==> src/rtl/hoist_consts.vh <==
// Constants for the hoist lift safety sequencer: timing, register map, field layout.
// Assumes inclusion by bare name; definitions only.
`ifndef HOIST_CONSTS_VH
`define HOIST_CONSTS_VH

// Clock and millisecond tick
`define CLK_PERIOD_NS 5
`define MS_NS 1000000

// Persistence and acknowledge times in ms
`define OVL_PERSIST_MS 12'h320
`define OVL_ACK_MS 12'h7D0

// Delay table rows in ms: longest row, codes 1-3, 4-5, 6 and A
`define ROW0_SLOW_OFF 12'h258
`define ROW0_FAST_OFF 12'h4E2
`define ROW0_REV_OFF 12'h4E2
`define ROW0_START 12'h1F4
`define ROW0_STOP 12'h1F4
`define ROW1_SLOW_OFF 12'h0FA
`define ROW1_FAST_OFF 12'h1F4
`define ROW1_REV_OFF 12'h1F4
`define ROW1_START 12'h000
`define ROW1_STOP 12'h0FA
`define ROW4_SLOW_OFF 12'h190
`define ROW4_FAST_OFF 12'h2EE
`define ROW4_REV_OFF 12'h2EE
`define ROW4_START 12'h12C
`define ROW4_STOP 12'h12C
`define ROW6_SLOW_OFF 12'h190
`define ROW6_FAST_OFF 12'h2EE
`define ROW6_REV_OFF 12'h2EE
`define ROW6_START 12'h190
`define ROW6_STOP 12'h190
`define ROWA_SLOW_OFF 12'h190
`define ROWA_FAST_OFF 12'h2EE
`define ROWA_REV_OFF 12'h2EE
`define ROWA_START 12'h000
`define ROWA_STOP 12'h000
`define DLY_NONE 12'h000

// Register byte offsets
`define REG_CTRL 8'h00
`define REG_STATUS 8'h04
`define REG_ERROR 8'h08

// Control register fields and reset value
`define CTRL_SEL_LSB 0
`define CTRL_SEL_MSB 3
`define CTRL_TABLE_BIT 4
`define CTRL_RESET 5'h00

// Status register fields
`define ST_LIFT_SLOW 0
`define ST_LIFT_FAST 1
`define ST_LOWER_SLOW 2
`define ST_LOWER_FAST 3
`define ST_OVERLOAD 4
`define ST_SENSOR_ERR 5
`define ST_OVERTEMP 6
`define ST_CHAN_DIFF 7
`define ST_STATE_LSB 8

// Sensor error codes
`define ERR_NONE 2'h0
`define ERR_OPEN 2'h1
`define ERR_SHORT 2'h2
`define ERR_MISMATCH 2'h3

`endif

==> src/rtl/hoist_lift_safety_sequencer.v <==
// Hoist lift/lower relay sequencer with overload, sensor-fault and motor-management timing.
// Assumes pendant inputs are asynchronous pins; load and sensor indications arrive
// synchronous to clk_i; registers reached over a single-slave AHB-Lite bus.
`timescale 1ns/1ps
`include "hoist_consts.vh"

module hoist_lift_safety_sequencer #(
  parameter MS_CYCLES = `MS_NS / `CLK_PERIOD_NS
) (
  input wire clk_i,
  input wire rst_i,
  input wire lift_req_a_i,
  input wire lift_req_b_i,
  input wire lower_req_a_i,
  input wire lower_req_b_i,
  input wire fast_req_i,
  input wire over_threshold_i,
  input wire below_ack_level_i,
  input wire cable_open_i,
  input wire input_short_i,
  input wire channel_mismatch_i,
  input wire sensor_in_limits_i,
  input wire overtemp_i,
  input wire hsel_i,
  input wire [31:0] haddr_i,
  input wire [1:0] htrans_i,
  input wire hwrite_i,
  input wire [2:0] hsize_i,
  input wire [31:0] hwdata_i,
  input wire hready_i,
  output wire [31:0] hrdata_o,
  output wire hreadyout_o,
  output wire hresp_o,
  output wire lift_slow_o,
  output wire lift_fast_o,
  output wire lower_slow_o,
  output wire lower_fast_o
);

  localparam ST_IDLE = 3'h0;
  localparam ST_SLOW = 3'h1;
  localparam ST_FAST = 3'h2;
  localparam ST_STOP = 3'h3;
  localparam ST_OFF = 3'h4;

  ////////////////////////////////////////////////////////////////////////////////
  // Pin synchronisers, two stages each

  reg [4:0] sync1_ff;
  reg [4:0] sync2_ff;
  wire [4:0] pins = {fast_req_i, lower_req_b_i, lower_req_a_i, lift_req_b_i, lift_req_a_i};

  always @(posedge clk_i or posedge rst_i) begin
    if (rst_i) begin
      sync1_ff <= 5'h00;
      sync2_ff <= 5'h00;
    end else begin
      sync1_ff <= pins;
      sync2_ff <= sync1_ff;
    end
  end

  // Both channels must agree before a request counts
  wire lift_req = sync2_ff[0] & sync2_ff[1];
  wire lower_req = sync2_ff[2] & sync2_ff[3];
  wire chan_diff = (sync2_ff[0] ^ sync2_ff[1]) | (sync2_ff[2] ^ sync2_ff[3]);
  wire fast_raw = sync2_ff[4];

  ////////////////////////////////////////////////////////////////////////////////
  // Millisecond tick

  reg [17:0] div_ff;
  reg tick_ff;

  always @(posedge clk_i or posedge rst_i) begin
    if (rst_i) begin
      div_ff <= 18'h00000;
      tick_ff <= 1'b0;
    end else if (div_ff == MS_CYCLES[17:0] - 18'h00001) begin
      div_ff <= 18'h00000;
      tick_ff <= 1'b1;
    end else begin
      div_ff <= div_ff + 18'h00001;
      tick_ff <= 1'b0;
    end
  end

  ////////////////////////////////////////////////////////////////////////////////
  // Control register and delay table

  reg [4:0] ctrl_ff;
  wire [3:0] motor_type_selector = ctrl_ff[`CTRL_SEL_MSB:`CTRL_SEL_LSB];
  wire timing_table_bit = ctrl_ff[`CTRL_TABLE_BIT];
  reg [11:0] slow_off_time;
  reg [11:0] fast_off_time;
  reg [11:0] reversal_off_time;
  reg [11:0] slow_start_delay;
  reg [11:0] slow_stop_delay;

  always @* begin
    slow_off_time = `ROW0_SLOW_OFF;
    fast_off_time = `ROW0_FAST_OFF;
    reversal_off_time = `ROW0_REV_OFF;
    slow_start_delay = `ROW0_START;
    slow_stop_delay = `ROW0_STOP;
    case (motor_type_selector)
      4'h1, 4'h2, 4'h3: begin
        slow_off_time = `ROW1_SLOW_OFF;
        fast_off_time = `ROW1_FAST_OFF;
        reversal_off_time = `ROW1_REV_OFF;
        slow_start_delay = `ROW1_START;
        slow_stop_delay = `ROW1_STOP;
      end
      4'h4, 4'h5: begin
        slow_off_time = `ROW4_SLOW_OFF;
        fast_off_time = `ROW4_FAST_OFF;
        reversal_off_time = `ROW4_REV_OFF;
        slow_start_delay = `ROW4_START;
        slow_stop_delay = `ROW4_STOP;
      end
      4'h6: begin
        slow_off_time = `ROW6_SLOW_OFF;
        fast_off_time = `ROW6_FAST_OFF;
        reversal_off_time = `ROW6_REV_OFF;
        slow_start_delay = `ROW6_START;
        slow_stop_delay = `ROW6_STOP;
      end
      4'hA: begin
        slow_off_time = `ROWA_SLOW_OFF;
        fast_off_time = `ROWA_FAST_OFF;
        reversal_off_time = `ROWA_REV_OFF;
        slow_start_delay = `ROWA_START;
        slow_stop_delay = `ROWA_STOP;
      end
      4'hF: begin
        // Inverter setting needs the table bit on, otherwise longest values apply
        if (timing_table_bit) begin
          slow_off_time = `DLY_NONE;
          fast_off_time = `DLY_NONE;
          reversal_off_time = `DLY_NONE;
          slow_start_delay = `DLY_NONE;
          slow_stop_delay = `DLY_NONE;
        end
      end
      default: begin
        // Codes 0, 7, 8-9 and B-E keep the longest values
        slow_off_time = `ROW0_SLOW_OFF;
      end
    endcase
  end

  ////////////////////////////////////////////////////////////////////////////////
  // Overload detection

  reg overload_ff;
  reg [11:0] persist_ff;
  reg [11:0] ack_ff;
  wire persist_done = persist_ff >= `OVL_PERSIST_MS;
  wire ack_done = ack_ff >= `OVL_ACK_MS;

  always @(posedge clk_i or posedge rst_i) begin
    if (rst_i) begin
      overload_ff <= 1'b0;
      persist_ff <= 12'h000;
      ack_ff <= 12'h000;
    end else begin
      if (!over_threshold_i || lift_req) begin
        persist_ff <= 12'h000;
      end else if (tick_ff && !persist_done) begin
        persist_ff <= persist_ff + 12'h001;
      end
      if (!(below_ack_level_i && lower_req)) begin
        ack_ff <= 12'h000;
      end else if (tick_ff && !ack_done) begin
        ack_ff <= ack_ff + 12'h001;
      end
      if (over_threshold_i && lift_req) begin
        overload_ff <= 1'b1;
      end else if (over_threshold_i && persist_done) begin
        overload_ff <= 1'b1;
      end else if (ack_done && !over_threshold_i) begin
        overload_ff <= 1'b0;
      end
    end
  end

  ////////////////////////////////////////////////////////////////////////////////
  // Sensor fault detection and error code

  reg sensor_err_ff;
  reg [1:0] err_code_ff;
  wire any_fault = cable_open_i | input_short_i | channel_mismatch_i;
  wire [1:0] fault_code = cable_open_i ? `ERR_OPEN :
                          input_short_i ? `ERR_SHORT : `ERR_MISMATCH;

  always @(posedge clk_i or posedge rst_i) begin
    if (rst_i) begin
      sensor_err_ff <= 1'b0;
      err_code_ff <= `ERR_NONE;
    end else if (any_fault) begin
      // New fault wins over any clear
      sensor_err_ff <= 1'b1;
      err_code_ff <= fault_code;
    end else if (sensor_err_ff && sensor_in_limits_i && !lift_req) begin
      sensor_err_ff <= 1'b0;
      err_code_ff <= `ERR_NONE;
    end
  end

  wire lift_block = overload_ff | sensor_err_ff | overtemp_i;
  wire lower_block = overtemp_i;

  ////////////////////////////////////////////////////////////////////////////////
  // Motor management sequencer

  reg [2:0] state_ff;
  reg [2:0] nxt_state;
  reg dir_ff;
  reg nxt_dir;
  reg used_fast_ff;
  reg nxt_used_fast;
  reg [11:0] timer_ff;
  reg nxt_timer_clr;

  // Requests with their blocking applied; both directions at once means neither
  wire up_ok = lift_req & ~lower_req & ~lift_block;
  wire down_ok = lower_req & ~lift_req & ~lower_block;
  wire same_req = dir_ff ? down_ok : up_ok;
  wire other_req = dir_ff ? up_ok : down_ok;
  wire dir_block = dir_ff ? lower_block : lift_block;
  wire fast_eff = fast_raw & same_req;
  wire [11:0] off_len = used_fast_ff ? fast_off_time : slow_off_time;

  always @* begin
    nxt_state = state_ff;
    nxt_dir = dir_ff;
    nxt_used_fast = used_fast_ff;
    nxt_timer_clr = 1'b0;
    case (state_ff)
      ST_IDLE: begin
        if (up_ok || down_ok) begin
          nxt_state = ST_SLOW;
          nxt_dir = down_ok;
          nxt_used_fast = 1'b0;
          nxt_timer_clr = 1'b1;
        end
      end
      ST_SLOW: begin
        if (!same_req || dir_block) begin
          nxt_state = ST_OFF;
          nxt_timer_clr = 1'b1;
        end else if (fast_eff && timer_ff >= slow_start_delay) begin
          nxt_state = ST_FAST;
          nxt_used_fast = 1'b1;
        end else if (!fast_eff) begin
          nxt_timer_clr = 1'b1;
        end
      end
      ST_FAST: begin
        if (dir_block) begin
          nxt_state = ST_OFF;
          nxt_timer_clr = 1'b1;
        end else if (!same_req) begin
          nxt_state = ST_STOP;
          nxt_timer_clr = 1'b1;
        end else if (!fast_eff) begin
          nxt_state = ST_SLOW;
          nxt_timer_clr = 1'b1;
        end
      end
      ST_STOP: begin
        if (dir_block || timer_ff >= slow_stop_delay) begin
          nxt_state = ST_OFF;
          nxt_timer_clr = 1'b1;
        end
      end
      ST_OFF: begin
        if (same_req && timer_ff >= off_len) begin
          nxt_state = ST_SLOW;
          nxt_used_fast = 1'b0;
          nxt_timer_clr = 1'b1;
        end else if (other_req && timer_ff >= reversal_off_time) begin
          nxt_state = ST_SLOW;
          nxt_dir = ~dir_ff;
          nxt_used_fast = 1'b0;
          nxt_timer_clr = 1'b1;
        end else if (!same_req && !other_req && timer_ff >= off_len &&
                     timer_ff >= reversal_off_time) begin
          nxt_state = ST_IDLE;
        end
      end
      default: begin
        nxt_state = ST_IDLE;
      end
    endcase
  end

  // Relay outputs from the next state, gated by the blocking terms
  wire nxt_slow = nxt_state == ST_SLOW || nxt_state == ST_FAST || nxt_state == ST_STOP;
  wire nxt_fast = nxt_state == ST_FAST;
  reg [3:0] relay_ff;

  always @(posedge clk_i or posedge rst_i) begin
    if (rst_i) begin
      state_ff <= ST_IDLE;
      dir_ff <= 1'b0;
      used_fast_ff <= 1'b0;
      timer_ff <= 12'h000;
      relay_ff <= 4'h0;
    end else begin
      state_ff <= nxt_state;
      dir_ff <= nxt_dir;
      used_fast_ff <= nxt_used_fast;
      if (nxt_timer_clr) begin
        timer_ff <= 12'h000;
      end else if (tick_ff && timer_ff != 12'hFFF) begin
        timer_ff <= timer_ff + 12'h001;
      end
      relay_ff[0] <= nxt_slow & ~nxt_dir & ~lift_block;
      relay_ff[1] <= nxt_fast & ~nxt_dir & ~lift_block;
      relay_ff[2] <= nxt_slow & nxt_dir & ~lower_block;
      relay_ff[3] <= nxt_fast & nxt_dir & ~lower_block;
    end
  end

  assign lift_slow_o = relay_ff[0];
  assign lift_fast_o = relay_ff[1];
  assign lower_slow_o = relay_ff[2];
  assign lower_fast_o = relay_ff[3];

  ////////////////////////////////////////////////////////////////////////////////
  // AHB-Lite slave, zero wait states, always OKAY

  reg wr_pend_ff;
  reg [7:0] wr_addr_ff;
  reg [31:0] rdata_ff;
  wire take = hsel_i & htrans_i[1] & hready_i;
  wire [7:0] a_off = haddr_i[7:0];
  wire hit_hi = haddr_i[31:8] == 24'h000000;
  reg [31:0] rd_mux;

  always @* begin
    rd_mux = 32'h00000000;
    if (hit_hi) begin
      case (a_off)
        `REG_CTRL: rd_mux = {27'h0000000, ctrl_ff};
        `REG_STATUS: rd_mux = {21'h000000, state_ff, chan_diff, overtemp_i,
                               sensor_err_ff, overload_ff, relay_ff};
        `REG_ERROR: rd_mux = {30'h00000000, err_code_ff};
        default: rd_mux = 32'h00000000;
      endcase
    end
  end

  always @(posedge clk_i or posedge rst_i) begin
    if (rst_i) begin
      wr_pend_ff <= 1'b0;
      wr_addr_ff <= 8'h00;
      rdata_ff <= 32'h00000000;
      ctrl_ff <= `CTRL_RESET;
    end else begin
      if (wr_pend_ff && wr_addr_ff == `REG_CTRL) begin
        ctrl_ff <= hwdata_i[4:0];
      end
      if (hready_i) begin
        wr_pend_ff <= take & hwrite_i & hit_hi;
        wr_addr_ff <= a_off;
      end
      if (take && !hwrite_i) begin
        rdata_ff <= rd_mux;
      end
    end
  end

  assign hrdata_o = rdata_ff;
  assign hreadyout_o = 1'b1;
  assign hresp_o = 1'b0;

endmodule

==> config.mk <==
export PLATFORM = sky130hd
export DESIGN_NAME = hoist_lift_safety_sequencer
export DESIGN_NICKNAME = d
export VERILOG_FILES = /design/src/rtl/hoist_lift_safety_sequencer.v
export VERILOG_INCLUDE_DIRS = /design/src /design/src/rtl
export SDC_FILE = /design/constraint.sdc
export NUM_CORES = 1
export LEC_CHECK = 0
export BUFFER_PORTS_ARGS = -buffer_cell sky130_fd_sc_hd__buf_2
export CORE_MARGIN = 2
export CORE_UTILIZATION = 50
export DETAILED_ROUTE_END_ITERATION = 10
export PLACE_DENSITY = 0.86
export SLEW_MARGIN = 40
export SYNTH_ARGS = -nofsm -noshare
export SYNTH_HDL_FRONTEND = slang
export SYNTH_SLANG_ARGS = --single-unit
==> constraint.sdc <==
create_clock -name clk_i -period 3.29 [get_ports clk_i]
set_clock_uncertainty 0.2 [all_clocks]
set_input_delay 0.658 -clock clk_i [delete_from_list [all_inputs] [get_ports clk_i]]
set_output_delay 0.658 -clock clk_i [all_outputs]
set_load 0.005 [all_outputs]
==> impl_results.md <==
* Status: finished, final reports clean
* Sequential fraction of design power at between 40 and 50%
* Part of the power in combinational logic at 16.0%
* Max Cap Viol at 0
* CP Cell Sequence: buf_6 -> buf_4 -> and3_1 -> o211ai_1 -> nand2_2 -> ha_4 -> a21oi_1 -> nand2_1 -> or3_1 -> o22ai_4 -> a221oi_4 -> buf_4 -> a2111oi_2
* Commonest register cell after synthesis: dfrtp_1
* Hold Path Stages at 0
* Inserted Clock Buffers at 9
* Min-delay src: sync1_ff[2]
* Crit path capture: timer_ff[4]
* # setup viols final at 0
* Grt ovf at 0
* Final hold vios at 0
* Most frequent cells in the layout: dfrtp_1, buf_2, nor2_1
* Crit path top cell by count: buf_4
* Most common cell after layout, fill and taps aside: dfrtp_1
* CTS tree: done
* Final Critical Period at roughly 3200 ps
* Slew HR at between 50% and 60%
* CTS root buf: clkbuf_16
* Row cnt at 40
* Crit Path Class: reg -> reg
* Hold_buf cts at 0
* Setup crit start: ctrl_ff[2]
* Critical-path maximum fanout at 5
* RD Place Congestion at approximately 0.92
* Non-Filler Instances at roughly 880
* Clock Latency Late Sink at 350 ps
* Seq/Total Area, Yosys at a little over two fifths
* Mapped Area at 6080 sq um
* I/O pins at 124
* Slew Viols, Final at 0
* FMAX at 313 MHz
* Period utilization at approximately 97%
* Slowest cell on the critical path: dfrtp_2
* First-pass DRT Iterations at 4
* DRT iter0 DRCs at 298
* Ratio of cells with drive above 1 in the final layout at roughly a quarter
* Cell Int Power at between 0.002 and 0.0025 W
* Net Sw Power at 0.000801 W
* Area delta synth->final at 19.6%
* Syn avg cell area at around 9.7 sq um
* Antenna violations before repair at 0
* Die H at about 110 microns
* Final HPWL DP at just under 10 mm
* DR WL/cell at 16.1 microns
* Slew @ Worst Pin at 649 ps
* R2r setup slk at 90 ps
* Clock-pin slew of the registers on the worst-case setup and hold paths at around 70 ps
* Fraction of registers with async set/reset at 100%
* Vias per Instance at about 5.8
* H-tree level count at 3
* Die area at 13100 sq um
* EDFF count, synth at 0
* Kind of end point of the critical path: register
* R2R Path End: timer_ff[4]
* Placed instance count at approximately 850
* RR Startpoint: ctrl_ff[2]
* Syn Inst Count at roughly 630
* Die Wd at around 110 microns
* Global Route Usage Sum at a little over a fifth
* Clk pwr share at 37.8%
* PwrDens at between 400 and 500 nW/um^2
* Total Neg Setup Slack at 0 ps
* #FFs+latches synth at roughly 100
* Vias in the first global route at 4886
* CP max stage delay at roughly 440 ps
* Port bufs at roughly 70
* WL final at around 14 mm
* Unique masters post-synth at 66
* Hold Crit Class: reg -> reg
* Sw frac at a little over a quarter
* Number of remaining DRC errors at 0
* Max Buffers Root-to-Sink at 2
* Critical Path AT at 3230 ps
* First-pass GRT wire length at between 20 and 25 mm
* Worst Reg-to-Reg Cells at 13
* Core area at approximately 12000 sq um
* Largest net degree at the start of global routing at 104
* Initial core utilization at 50.8%
* IR drop worst, VDD at 0.327 mV
* DR vias at around 5100
* Clock Sinks at slightly above 100
* Synth warnings at 0
* Antenna Cells at 0
* DRT antenna net count at 0
* Nets at 862
* Startpoint types: register
* LEAKAGE at around 3.5 nW
* Required time of the critical path at 3330 ps
==> how the worst min path moves through the flow <==
stage / endpoint / slack [ps]
2_1_floorplan: sync2_ff[0] / 130
3_3_place_gp: sync2_ff[1] / 130
3_5_place_dp: sync2_ff[2] / 130
4_1_cts: sync2_ff[2] / 150
5_1_grt: sync2_ff[3] / 160
6_report: sync2_ff[2] / 150
==> worst max-delay path: cells and delay by family (launching register included) <==
kind,cells,cell delay (ps)
DFF,1,440
buffers and inverters,3,440
AOI/OAI and AO/OA,5,1000
and+or+nand+nor,4,780
adders and majority gates,1,240
==> power by group through the flow <==
stage                     Sequential, W  Combinational (W)  Clock [W]
after floorplan                 0.00134           0.000291          0
after CTS                       0.00135           0.000407    0.00113
after global routing            0.00136           0.000520    0.00117
after detailed placement        0.00138           0.000395          0
final                           0.00136           0.000469    0.00111
after global placement          0.00137           0.000379          0
==> kinds of logic (layout without fill, tap and decap cells) <==
family | after synthesis | count (layout) | share of synthesized area (%)
fa+ha+maj | 44 | 44 | 9.05
buf+inv | 73 | 162 | 6.19
flops | 103 | 103 | 42.4
xor+xnor | 34 | 34 | 4.90
mux | 22 | 22 | 3.95
compound gates | 108 | 108 | 12.2
other cells | 2 | 23 | 0.124
simple gates | 241 | 241 | 21.2
==> Yosys cell counts (5+ instances only) <==
library cell	instances	share of area, %
or3_1	10	1.0
clkbuf_1	15	0.93
mux2i_1	6	0.99
nand2b_1	6	0.62
nand2_1	55	3.4
xor2_1	25	3.6
xnor2_1	9	1.3
mux2_2	16	3.0
nand3_1	24	2.0
nor4_1	15	1.5
nand4_1	16	1.6
nor2b_1	5	0.51
and3_1	9	0.93
nor3_1	7	0.58
a22o_1	8	1.2
a21oi_1	22	1.8
nor2_1	57	3.5
nor3_2	10	1.6
a21o_1	5	0.62
buf_4	25	3.1
o211ai_1	7	0.86
o21ai_0	30	2.5
inv_1	31	1.9
dfrtp_1	103	42
ha_1	44	9.1
==> final cells by class <==
class / instances / area [sq um]
Clock buffer: 10 / 239
Clock inverter: 6 / 72.6
Fill cell: 932 / 4690
Inverter: 31 / 120
Multi-Input combinational cell: 472 / 3340
Sequential cell: 103 / 2580
Tap cell: 147 / 184
Timing Repair Buffer: 115 / 733
==> sequential cells by signal, indices dropped and copies added (netlist names), 2 cells and up <==
signal       count
sync2_ff         5
sync1_ff         5
wr_addr_ff       8
div_ff          18
ctrl_ff          5
hrdata_o        11
state_ff         3
timer_ff        12
ack_ff          12
err_code_ff      2
relay_ff         4
persist_ff      12
==> through the flow <==
stage                     util, %  area [sq um]  setup WS [ps]  hold slack [ps]  total power (W)
after floorplan                 -          6160            149              131          0.00163
after global placement       56.1          6710           6.96              131          0.00175
after detailed placement     56.1          6710          -90.0              135          0.00177
after CTS                    59.1          7070          -1.46              150          0.00289
after global routing         60.8          7270          -40.4              161          0.00306
final                        60.8          7270           94.4              149          0.00294
==> layer usage <==
metal  global-route usage, %  wire (microns)  vias up
met4                    8.37             366        0
met2                    36.3            7130      151
met5                       0               0        -
met3                    2.59             621       31
met1                    29.2            6090     2485
li1                        -               -     2417
==> repair_timing <==
action,in CTS,in global routing
pin swaps,2,16
endpoints found under the setup margin,15,21
resized for setup,9,28
buffers inserted,3,11
No activity file was read; power rests on OpenSTA's default activity.
